### config.mk
export PLATFORM = sky130hd
export DESIGN_NAME = safety_status_flag_monitor
export DESIGN_NICKNAME = d
export VERILOG_FILES = /design/src/rtl/status_monitor_pkg.sv /design/src/rtl/flag_sync.sv /design/src/rtl/safety_status_flag_monitor.sv
export SDC_FILE = /design/constraint.sdc
export NUM_CORES = 1
export LEC_CHECK = 0
export BUFFER_PORTS_ARGS = -buffer_cell sky130_fd_sc_hd__clkbuf_2
export CAP_MARGIN = 20
export CELL_PAD_IN_SITES_DETAIL_PLACEMENT = 1
export CELL_PAD_IN_SITES_GLOBAL_PLACEMENT = 2
export CORE_ASPECT_RATIO = 1.5
export CORE_MARGIN = 5
export CORE_UTILIZATION = 41
export DETAILED_ROUTE_END_ITERATION = 8
export GPL_ROUTABILITY_DRIVEN = 0
export PLACE_DENSITY_LB_ADDON = 0.08
export SYNTH_ARGS = -nofsm -noshare
export SYNTH_HDL_FRONTEND = slang
export SYNTH_SLANG_ARGS = --single-unit
### constraint.sdc
create_clock -name clock -period 4.21 [get_ports clock]
set_input_delay 0.2105 -clock clock [delete_from_list [all_inputs] [get_ports clock]]
set_output_delay 0.2105 -clock clock [all_outputs]
set_load 0.1 [all_outputs]
### src/rtl/status_monitor_pkg.sv
// constants, carriers and helpers of the safety status flag monitor
package status_monitor_pkg;

  localparam int ADDR_W = 8;
  localparam int DATA_W = 32;

  // register byte offsets
  localparam logic [7:0] FLAGS_OFS = 8'h00;
  localparam logic [7:0] OUT_MASK_OFS = 8'h04;
  localparam logic [7:0] EVENT_OFS = 8'h08;
  localparam logic [7:0] EVENT_MASK_OFS = 8'h0C;
  localparam logic [7:0] SOURCE_OFS = 8'h10;
  localparam logic [7:0] CLOCK_FAULT_OFS = 8'h14;

  // reset values
  localparam logic [31:0] FLAGS_RST = 32'h00000000;
  localparam logic [31:0] OUT_MASK_RST = 32'h00000000;
  localparam logic [31:0] EVENT_RST = 32'h00000000;
  localparam logic [31:0] EVENT_MASK_RST = 32'h00000000;
  localparam logic [31:0] CLOCK_FAULT_RST = 32'h00000000;

  // bits that exist in the flag word; 23 and 31 are hard zero
  localparam logic [31:0] FLAGS_IMPL = 32'h7F7FFFFF;

  // field positions of the flag word
  localparam int POS_LOOP_X = 0;
  localparam int POS_LOOP_V = 4;
  localparam int POS_LOOP_ID = 8;
  localparam int POS_LOOP_IQ = 12;
  localparam int POS_VOLT = 16;
  localparam int POS_PLL = 19;
  localparam int POS_PINS_SW = 20;
  localparam int POS_PWM_MIN = 24;
  localparam int POS_PWM_MAX = 25;
  localparam int POS_ADC_I = 26;
  localparam int POS_ADC_ENC = 27;
  localparam int POS_PINS_IDX = 28;

  // clock fault register fields
  localparam int POS_CF_FLAG = 0;
  localparam int POS_CF_MASK = 8;
  localparam logic [31:0] CLOCK_FAULT_IMPL = 32'h00000101;

  localparam int SYNC_W = 6;

  // one control loop: bit 0 target .. bit 3 output
  typedef struct packed {
    logic output_clip;
    logic errsum_clip;
    logic rate_clip;
    logic target_clip;
  } loop_limit_t;

  typedef struct packed {
    logic magnitude;
    logic quadrature;
    logic direct;
  } volt_clip_t;

  // pin level inputs, bit 0 right switch .. bit 5 analog encoder index
  typedef struct packed {
    logic analog_encoder_index;
    logic second_encoder_index;
    logic first_encoder_index;
    logic home_switch_left;
    logic home_switch_home;
    logic home_switch_right;
  } pin_inputs_t;

  typedef struct packed {
    logic [ADDR_W-1:0] addr;
    logic [DATA_W-1:0] wdata;
    logic wr;
    logic rd;
  } reg_req_t;

  function automatic logic hit(input logic [ADDR_W-1:0] a,
                               input logic [ADDR_W-1:0] ofs);
    hit = (a == ofs);
  endfunction

  // rate clipping counts only while that loop's rate limiter is enabled
  function automatic logic [3:0] loop_bits(input loop_limit_t l,
                                           input logic rate_en);
    loop_bits = {l.output_clip, l.errsum_clip, l.rate_clip & rate_en,
                 l.target_clip};
  endfunction

endpackage

### src/rtl/flag_sync.sv
// two-stage synchroniser bank for asynchronous pin levels
module flag_sync #(
  parameter int W = 1
) (
  input wire logic clock,
  input wire logic arst_n,
  input wire logic [W-1:0] async_in,
  output logic [W-1:0] sync_out
);

  logic [W-1:0] stage1_q;
  logic [W-1:0] stage2_q;

  always_ff @(posedge clock or negedge arst_n) begin
    if (!arst_n) begin
      stage1_q <= '0;
      stage2_q <= '0;
    end else begin
      stage1_q <= async_in;
      stage2_q <= stage1_q;
    end
  end

  assign sync_out = stage2_q;

endmodule

### src/rtl/safety_status_flag_monitor.sv
// safety status flag register, output-select mask and interrupt logic
module safety_status_flag_monitor (
  input wire logic clock,
  input wire logic arst_n,
  input wire status_monitor_pkg::reg_req_t reg_req,
  output logic [31:0] read_data,
  input wire status_monitor_pkg::loop_limit_t position_loop,
  input wire status_monitor_pkg::loop_limit_t velocity_loop,
  input wire status_monitor_pkg::loop_limit_t flux_loop,
  input wire status_monitor_pkg::loop_limit_t torque_loop,
  input wire logic [3:0] rate_limit_enable,
  input wire status_monitor_pkg::volt_clip_t voltage_clip,
  input wire logic pwm_duty_min,
  input wire logic pwm_duty_max,
  input wire logic adc_current_clip,
  input wire logic adc_encoder_clip,
  input wire logic pll_unlocked,
  input wire logic clock_watchdog_fault,
  input wire status_monitor_pkg::pin_inputs_t pins,
  output logic status_out,
  output logic irq
);

  // synchronised pin levels
  status_monitor_pkg::pin_inputs_t pins_sync;

  flag_sync #(
    .W(status_monitor_pkg::SYNC_W)
  ) u_pin_sync (
    .clock(clock),
    .arst_n(arst_n),
    .async_in(pins),
    .sync_out(pins_sync)
  );


  // live source word

  logic [31:0] source;

  always_comb begin
    source = 32'h00000000;
    source[status_monitor_pkg::POS_LOOP_X +: 4] =
      status_monitor_pkg::loop_bits(position_loop,
                                    rate_limit_enable[0]);
    source[status_monitor_pkg::POS_LOOP_V +: 4] =
      status_monitor_pkg::loop_bits(velocity_loop,
                                    rate_limit_enable[1]);
    source[status_monitor_pkg::POS_LOOP_ID +: 4] =
      status_monitor_pkg::loop_bits(flux_loop,
                                    rate_limit_enable[2]);
    source[status_monitor_pkg::POS_LOOP_IQ +: 4] =
      status_monitor_pkg::loop_bits(torque_loop,
                                    rate_limit_enable[3]);
    source[status_monitor_pkg::POS_VOLT +: 3] = voltage_clip;
    source[status_monitor_pkg::POS_PLL] = pll_unlocked;
    source[status_monitor_pkg::POS_PINS_SW +: 3] =
      {pins_sync.home_switch_left, pins_sync.home_switch_home,
       pins_sync.home_switch_right};
    source[status_monitor_pkg::POS_PWM_MIN] = pwm_duty_min;
    source[status_monitor_pkg::POS_PWM_MAX] = pwm_duty_max;
    source[status_monitor_pkg::POS_ADC_I] = adc_current_clip;
    source[status_monitor_pkg::POS_ADC_ENC] = adc_encoder_clip;
    source[status_monitor_pkg::POS_PINS_IDX +: 3] =
      {pins_sync.analog_encoder_index, pins_sync.second_encoder_index,
       pins_sync.first_encoder_index};
    source = source & status_monitor_pkg::FLAGS_IMPL;
  end


  // register strobes

  logic wr_flags;
  logic wr_out_mask;
  logic wr_event;
  logic wr_event_mask;
  logic wr_clock_fault;

  always_comb begin
    wr_flags = reg_req.wr &
      status_monitor_pkg::hit(reg_req.addr, status_monitor_pkg::FLAGS_OFS);
    wr_out_mask = reg_req.wr &
      status_monitor_pkg::hit(reg_req.addr, status_monitor_pkg::OUT_MASK_OFS);
    wr_event = reg_req.wr &
      status_monitor_pkg::hit(reg_req.addr, status_monitor_pkg::EVENT_OFS);
    wr_event_mask = reg_req.wr &
      status_monitor_pkg::hit(reg_req.addr,
                              status_monitor_pkg::EVENT_MASK_OFS);
    wr_clock_fault = reg_req.wr &
      status_monitor_pkg::hit(reg_req.addr,
                              status_monitor_pkg::CLOCK_FAULT_OFS);
  end


  // flag register: whole-word write, active sources always win

  logic [31:0] flags_q;
  logic [31:0] flags_d;

  always_comb begin
    flags_d = flags_q;
    if (wr_flags) begin
      flags_d = reg_req.wdata;
    end
    flags_d = (flags_d | source) & status_monitor_pkg::FLAGS_IMPL;
  end

  always_ff @(posedge clock or negedge arst_n) begin
    if (!arst_n) begin
      flags_q <= status_monitor_pkg::FLAGS_RST;
    end else begin
      flags_q <= flags_d;
    end
  end


  // output-select mask

  logic [31:0] out_mask_q;
  logic [31:0] out_mask_d;

  always_comb begin
    out_mask_d = out_mask_q;
    if (wr_out_mask) begin
      out_mask_d = reg_req.wdata & status_monitor_pkg::FLAGS_IMPL;
    end
  end

  always_ff @(posedge clock or negedge arst_n) begin
    if (!arst_n) begin
      out_mask_q <= status_monitor_pkg::OUT_MASK_RST;
    end else begin
      out_mask_q <= out_mask_d;
    end
  end


  // clock watchdog flag and its pin enable

  logic [31:0] clock_fault_q;
  logic [31:0] clock_fault_d;

  always_comb begin
    clock_fault_d = clock_fault_q;
    if (wr_clock_fault) begin
      clock_fault_d = reg_req.wdata;
    end
    clock_fault_d[status_monitor_pkg::POS_CF_FLAG] =
      clock_fault_d[status_monitor_pkg::POS_CF_FLAG] |
      clock_watchdog_fault;
    clock_fault_d = clock_fault_d & status_monitor_pkg::CLOCK_FAULT_IMPL;
  end

  always_ff @(posedge clock or negedge arst_n) begin
    if (!arst_n) begin
      clock_fault_q <= status_monitor_pkg::CLOCK_FAULT_RST;
    end else begin
      clock_fault_q <= clock_fault_d;
    end
  end


  // event capture: rising edge of each source, sticky, write one to clear

  logic [31:0] source_q;
  logic [31:0] event_q;
  logic [31:0] event_d;
  logic [31:0] event_mask_q;
  logic [31:0] event_mask_d;
  logic [31:0] rise;

  always_comb begin
    rise = source & ~source_q;
    event_d = event_q;
    if (wr_event) begin
      event_d = event_d & ~reg_req.wdata;
    end
    // a new edge in the clearing cycle survives
    event_d = (event_d | rise) & status_monitor_pkg::FLAGS_IMPL;
    event_mask_d = event_mask_q;
    if (wr_event_mask) begin
      event_mask_d = reg_req.wdata & status_monitor_pkg::FLAGS_IMPL;
    end
  end

  always_ff @(posedge clock or negedge arst_n) begin
    if (!arst_n) begin
      source_q <= 32'h00000000;
      event_q <= status_monitor_pkg::EVENT_RST;
      event_mask_q <= status_monitor_pkg::EVENT_MASK_RST;
    end else begin
      source_q <= source;
      event_q <= event_d;
      event_mask_q <= event_mask_d;
    end
  end


  // status pin and interrupt line, from next-state values

  logic status_d;
  logic irq_d;

  always_comb begin
    status_d = (|(flags_d & out_mask_d)) |
      (clock_fault_d[status_monitor_pkg::POS_CF_FLAG] &
       clock_fault_d[status_monitor_pkg::POS_CF_MASK]);
    irq_d = |(event_d & event_mask_d);
  end

  always_ff @(posedge clock or negedge arst_n) begin
    if (!arst_n) begin
      status_out <= 1'b0;
      irq <= 1'b0;
    end else begin
      status_out <= status_d;
      irq <= irq_d;
    end
  end


  // read port: data in the cycle after the strobe, zero otherwise

  logic [31:0] read_d;

  always_comb begin
    read_d = 32'h00000000;
    if (reg_req.rd) begin
      case (reg_req.addr)
        status_monitor_pkg::FLAGS_OFS: begin
          read_d = flags_q;
        end
        status_monitor_pkg::OUT_MASK_OFS: begin
          read_d = out_mask_q;
        end
        status_monitor_pkg::EVENT_OFS: begin
          read_d = event_q;
        end
        status_monitor_pkg::EVENT_MASK_OFS: begin
          read_d = event_mask_q;
        end
        status_monitor_pkg::SOURCE_OFS: begin
          read_d = source_q;
        end
        status_monitor_pkg::CLOCK_FAULT_OFS: begin
          read_d = clock_fault_q;
        end
        default: begin
          read_d = 32'h00000000;
        end
      endcase
    end
  end

  always_ff @(posedge clock or negedge arst_n) begin
    if (!arst_n) begin
      read_data <= 32'h00000000;
    end else begin
      read_data <= read_d;
    end
  end

endmodule

==> results of run 1 <==
power by group:
| group | switching [uW] | internal [uW] | leakage [uW] |
|---|---|---|---|
| logic | 304 | 156 | 0.00205 |
| registers | 43.0 | 1940 | 0.00231 |
| clock network | 753 | 921 | 0.000284 |
| total | 1100 | 3020 | 0.00465 |
worst min-delay path, stage by stage:
cell and delay [ns]:
clkbuf_2 0.13, nand2_1 0.07, nand2_1 0.04
cell type report:
type                       instances  area, um^2
inverter                          15       56.30
clock inverter                    12       127.6
clock buffer                      20       466.7
multi-input combinational        629        4297
timing repair buffer             164        1050
sequential                       196        4905
tap                              280       350.3
fill                            2493       11720
cells by family after synthesis:
group | share of synthesized area
buffers and inverters | 0.03941
DFF | 0.5149
other | 0.0003937
and+or+nand+nor | 0.1550
AOI/OAI and AO/OA | 0.2157
muxes | 0.07461
synthesized netlist by cell type (all sizes together) (2+ instances only):
library cell,number
a2111oi,5
a211o,5
a21o,26
a21oi,63
a222oi,30
a22oi,11
a2bb2oi,3
a311oi,2
a32oi,4
a41oi,9
buf,18
clkbuf,53
dfrtp,196
inv,14
mux2,61
mux2i,2
nand2,133
nand3,9
nand3b,7
nand4,20
nand4b,21
nor2,37
nor2b,24
nor3,7
nor4,5
o2111ai,4
o21a,4
o21ai,24
o21bai,2
o221ai,13
o22ai,14
o31ai,24
o32a,7
o32ai,18
o41ai,2
or2,11
or4,5
per-stage QoR:
| stage | cell area, um^2 | util |
|---|---|---|
| after floorplan | 9529 | - |
| after global placement | 10390 | 0.4522 |
| after detailed placement | 10390 | 0.4522 |
| after CTS | 11250 | 0.4898 |
| after global routing | 11250 | 0.4898 |
| final | 11250 | 0.4898 |
worst min-delay path by stage:
stage / start / to
after global placement: pins[0] / u_pin_sync.stage1_q[0]
after global routing: reg_req[30] / out_mask_q[28]
after detailed placement: pins[3] / u_pin_sync.stage1_q[3]
final: reg_req[30] / out_mask_q[28]
after CTS: reg_req[30] / out_mask_q[28]
after floorplan: arst_n / clock_fault_q[0]
state kept, by name, indices dropped and copies added, names as in the netlist:
| register | flops |
|---|---|
| event_mask_q | 30 |
| event_q | 30 |
| flags_q | 30 |
| out_mask_q | 30 |
| read_data | 30 |
| source_q | 30 |
| u_pin_sync.stage1_q | 6 |
| u_pin_sync.sync_out | 6 |
| clock_fault_q | 2 |
| irq | 1 |
| status_out | 1 |
metal layers:
metal | vias up | wire length [um] | GRT usage
met5 | - | 0 | 0
met4 | 0 | 1011 | 0.09698
met3 | 58 | 1394 | 0.03933
met2 | 244 | 17480 | 0.4465
met1 | 4353 | 14250 | 0.3335
li1 | 3683 | - | -
what timing repair did:
item	4_1_cts	5_1_grt
resized for setup	0	0
endpoints found under the hold margin	123	0
hold buffers	27	0
==> flow_summary.toml, run 1 <==
[critical_path]
arrival_ns = 3.46
crit_path_start_kind = "input port"
path_buf_inv = 2
worstRegToRegCells = 5
cp-end-kind = "flip-flop"
crit_chain = "clkbuf_2, or4_1, o31ai_1, a22oi_1, a2111oi_0, buf_4, nand4_1, or4_1"
crit_family = "simple AND/OR/NAND/NOR gates"
cp_common_cell = "or4_1"
crit_fanout = 16
worstSetupPathType = "in2reg"
critPathSlowestCell = "or4_1"
reg2reg_to = "status_out"
cp_num_cells = 8
critPathMaxStageDelay_ns = 0.94
endpoint = "status_out"
crit_required_ns = 4.53
startpoint = "reg_req[37]"
r2r_setup_slack_ns = 1.75
r2r-start = "flags_q[17]"

[clock_tree]
cts-root-buf = "clkbuf_16"
clockBufferDepth = 2
cts_setup_buffers = 0
clock_latency_ns = 0.45
cts_buffers = 17
cts_tree = "yes"
clk_pin_slew_ns = 0.07
cts_sinks = 196
cts_max_level = 4

[sta]
period_minus_slack_ns = 3.140
maxSlewViolCount = 0
fin_crit_sh = 0.7458
holdWs_ns = 0.04140
fmax_mhz = 318.5
max_slew.worst_pin.slew_ns = 0.9840
tns_ns = 0
clock_skew_ns = 0.01147
finalHoldViolations = 0
relSlewSlack = 0.3433
setup_viol = 0
rsz0062_at_grt = "false"
worst_slack_ns = 1.070

[layout]
stdcell_count = 1316
area_delta_synth_final_pct = 18.13
final_cell_mix = "dfrtp_1, nand2_1, clkbuf_2"
antennaDiodeCount = 0
drive_gt1_frac = 0.2500
finalNetCount = 1102
mostFrequentLayoutCell = "dfrtp_1"

[route]
vias_per_cell = 6.336
drt_iter0_markers = 598
dr.pass1.iters = 5
wl_mm = 34.13
wl_per_cell_um = 25.94
ant_nets = 0
vias = 8338
post-route-drc-count = 0

[global_routing]
track_usage = 0.2604
grt_max_degree = 100
antenna_found_initial = 0
grt_pass1_vias = 9119
grt_pass1_wl_mm = 53.07
grt-ovfl-total = 0

[logic_synthesis]
ys_seq_elements = 196
synth_ff_type = "dfrtp_1"
yosys-top-cells-area = "dfrtp_1, mux2_2, nand2_1"
synth-seq-area-share = 0.5149
synth_cell_types = 65
async_flop_share = 1.000
syn_inst = 910
synth_top_area_cell = "dfrtp_1"
syn_area_per_cell_um2 = 10.47
ys_warn_count = 0
synth_top_area_frac = 0.5149
synth_area_mm2 = 0.009525
synth-edff-count = 0

[power]
power_density_mw_per_mm2 = 365.8
p_total_uw = 4116
p_leak_uw = 0.004645
vdd_drop_max_mv = 0.3108

[die]
core_mm2 = 0.02297
dieWidth_um = 134.5
start_util = 0.4147
fp.dieArea_mm2 = 0.02644
num_rows = 68
die_h_um = 196.7
io_pins = 113

[placed_design]
detailedPlace.worstSlack_ns = 0.6578
dp_hpwl_mm = 22.87
io_buffers = 108
placed_cells = 1257

[outcome]
status = "completed"

[flow_run]
drv_cap = 0

[hold_path]
holdPathStages = 3
holdCritPathClass = "in2reg"
(Power assumes the default switching activity.)
==> run 2, diff against run 1 <==
Settings changed: ABC_AREA set to 1, CORE_UTILIZATION 41 to 31.
Clock period 4.21 ns to 2.61 ns, I/O delays scaled along.
==> flow_summary.toml, run 2 <==
[logic_synthesis]
ys_seq_elements = 196
synth-seq-area-share = 0.5764
synth_area_mm2 = 0.008509
yosys-top-cells-area = "dfrtp_1, nand2_1, nand3_1"
synth_top_area_frac = 0.5764
async_flop_share = 1.000
ys_warn_count = 0
synth.most_common_cell = "nand2_1"
synth-edff-count = 0
synth_common_cells = "nand2_1, dfrtp_1, nand3_1"
syn_area_per_cell_um2 = 8.310
synth_top_area_cell = "dfrtp_1"
synth_ff_type = "dfrtp_1"
synth_cell_types = 30
syn_inst = 1024

[layout]
final_cell_mix = "nand2_1, dfrtp_1, clkbuf_2"
antennaDiodeCount = 0
mostFrequentLayoutCell = "nand2_1"
finalNetCount = 1276
drive_gt1_frac = 0.1537
stdcell_count = 1552
area_delta_synth_final_pct = 26.75

[die]
die_h_um = 212.9
fp.dieArea_mm2 = 0.03093
num_rows = 74
dieWidth_um = 145.3
io_pins = 113
start_util = 0.3137
core_mm2 = 0.02713

[power]
vdd_drop_max_mv = 0.4416
p_int_uw = 4977
swShare = 0.2381
p_total_uw = 6532
p_seq_frac = 0.484
p_clk_frac = 0.433
p_leak_uw = 0.005390
power_frac_comb = 0.082
power_density_mw_per_mm2 = 605.6
power.switching_uw = 1555

[placed_design]
io_buffers = 108
placed_cells = 1458
dp_hpwl_mm = 19.15

[critical_path]
cp-end-kind = "flip-flop"
crit_required_ns = 2.95
worstSetupPathType = "in2reg"
cp_common_cell = "nand2_1"
path_buf_inv = 3
crit_chain = "dlygate4sd3_1, clkbuf_2, nand2_1, dlygate4sd3_1, nand3_1, nand2_1, nand2_1, nor2_1, nand2_1, nor2_1, nand2_1"
crit_path_start_kind = "input port"
critPathMaxStageDelay_ns = 0.60
crit_family = "buffers and inverters"
cp_num_cells = 11
critPathSlowestCell = "dlygate4sd3_1"
worstRegToRegCells = 7
arrival_ns = 2.15
crit_fanout = 2

[sta]
setup_viol = 0
finalHoldViolations = 0
fmax_mhz = 552.5
relSlewSlack = 0.5552
period_minus_slack_ns = 1.810
rsz0062_at_grt = "false"
maxSlewViolCount = 0
fin_crit_sh = 0.6935
max_slew.worst_pin.slew_ns = 0.6671
clock_skew_ns = 0.007569
tns_ns = 0

[global_routing]
grt_max_degree = 71
grt-ovfl-total = 0
grt_pass1_vias = 8111
track_usage = 0.1916
antenna_found_initial = 0
grt_pass1_wl_mm = 45.47

[clock_tree]
cts_buffers = 17
clock_latency_ns = 0.45
cts_sinks = 196
clockBufferDepth = 2
cts_setup_buffers = 0
cts-root-buf = "clkbuf_16"
cts_max_level = 4
clk_pin_slew_ns = 0.07
cts_tree = "yes"

[route]
drt_iter0_markers = 250
post-route-drc-count = 0
wl_mm = 28.67
ant_nets = 0
vias = 7298
dr.pass1.iters = 4
wl_per_cell_um = 18.47
vias_per_cell = 4.702

[hold_path]
holdPathStages = 3
holdCritPathClass = "in2reg"

[flow_run]
drv_cap = 0

[outcome]
status = "completed"
==> run 2: layout make-up <==
type                       count  area, um^2
clock inverter                 8       148.9
timing repair buffer         197        1435
sequential                   196        4905
fill                        3246       16340
inverter                      71       266.5
multi-input combinational    714        3131
clock buffer                  24       471.7
tap                          342       427.9
==> run 2: per-stage QoR <==
stage	utilization	hold slack (ns)	worst slack, ns	instance area [um^2]
after floorplan	-	-0.1651	1.171	8513
after global placement	0.3518	0.2017	0.3772	9544
after detailed placement	0.3518	0.2023	0.3860	9544
after CTS	0.3976	0.0002936	0.8234	10790
after global routing	0.3976	0.02740	0.6822	10790
final	0.3976	0.02171	0.8000	10790
==> run 2: worst min-delay path, delay by kind of cell <==
kind,cells,cell delay (ns)
buffers and inverters,1,0.13
and+or+nand+nor,2,0.18
==> run 2: worst paths after layout <==
check | slack [ns] | from | to
max | 0.80 | rate_limit_enable[0] | status_out
min | 0.02 | reg_req[7] | flags_q[5]
max reg2reg | 1.17 | flags_q[9] | status_out
min reg2reg | 0.35 | u_pin_sync.stage1_q[4] | u_pin_sync.sync_out[4]
max in group asynchronous | 1.53 | arst_n | irq
min in group asynchronous | 0.26 | arst_n | source_q[29]
==> run 2: kinds of logic after synthesis <==
group,Yosys count,synth area share
AND/OR/NAND/NOR,606,0.2970
AO/OA/AOI/OAI,106,0.06911
other,1,0.0004407
buffers and inverters,115,0.05705
flip-flops,196,0.5764
==> run 2: timing repair <==
action | 4_1_cts | 5_1_grt
endpoints found under the hold margin | 186 | 0
hold buffers | 62 | 0
resized for setup | 0 | 0
==> run 2: per-layer routing <==
| layer | vias to the layer above | global-route usage | share of wire | wire length [um] |
|---|---|---|---|---|
| met2 | 101 | 0.3401 | 0.51 | 14740 |
| met1 | 3602 | 0.2425 | 0.44 | 12740 |
| met4 | 0 | 0.05600 | 0.014 | 411 |
| met5 | - | 0 | 0 | 0 |
| li1 | 3575 | - | - | - |
| met3 | 20 | 0.02972 | 0.027 | 781 |
==> run 2: power by group through the flow <==
| stage | Combinational [uW] | Clock, uW | Sequential [uW] |
|---|---|---|---|
| 2_1_floorplan | 201 | 0 | 3230 |
| 3_3_place_gp | 478 | 0 | 3220 |
| 3_5_place_dp | 480 | 0 | 3220 |
| 4_1_cts | 556 | 2930 | 3160 |
| 5_1_grt | 610 | 3050 | 3170 |
| 6_report | 538 | 2830 | 3160 |
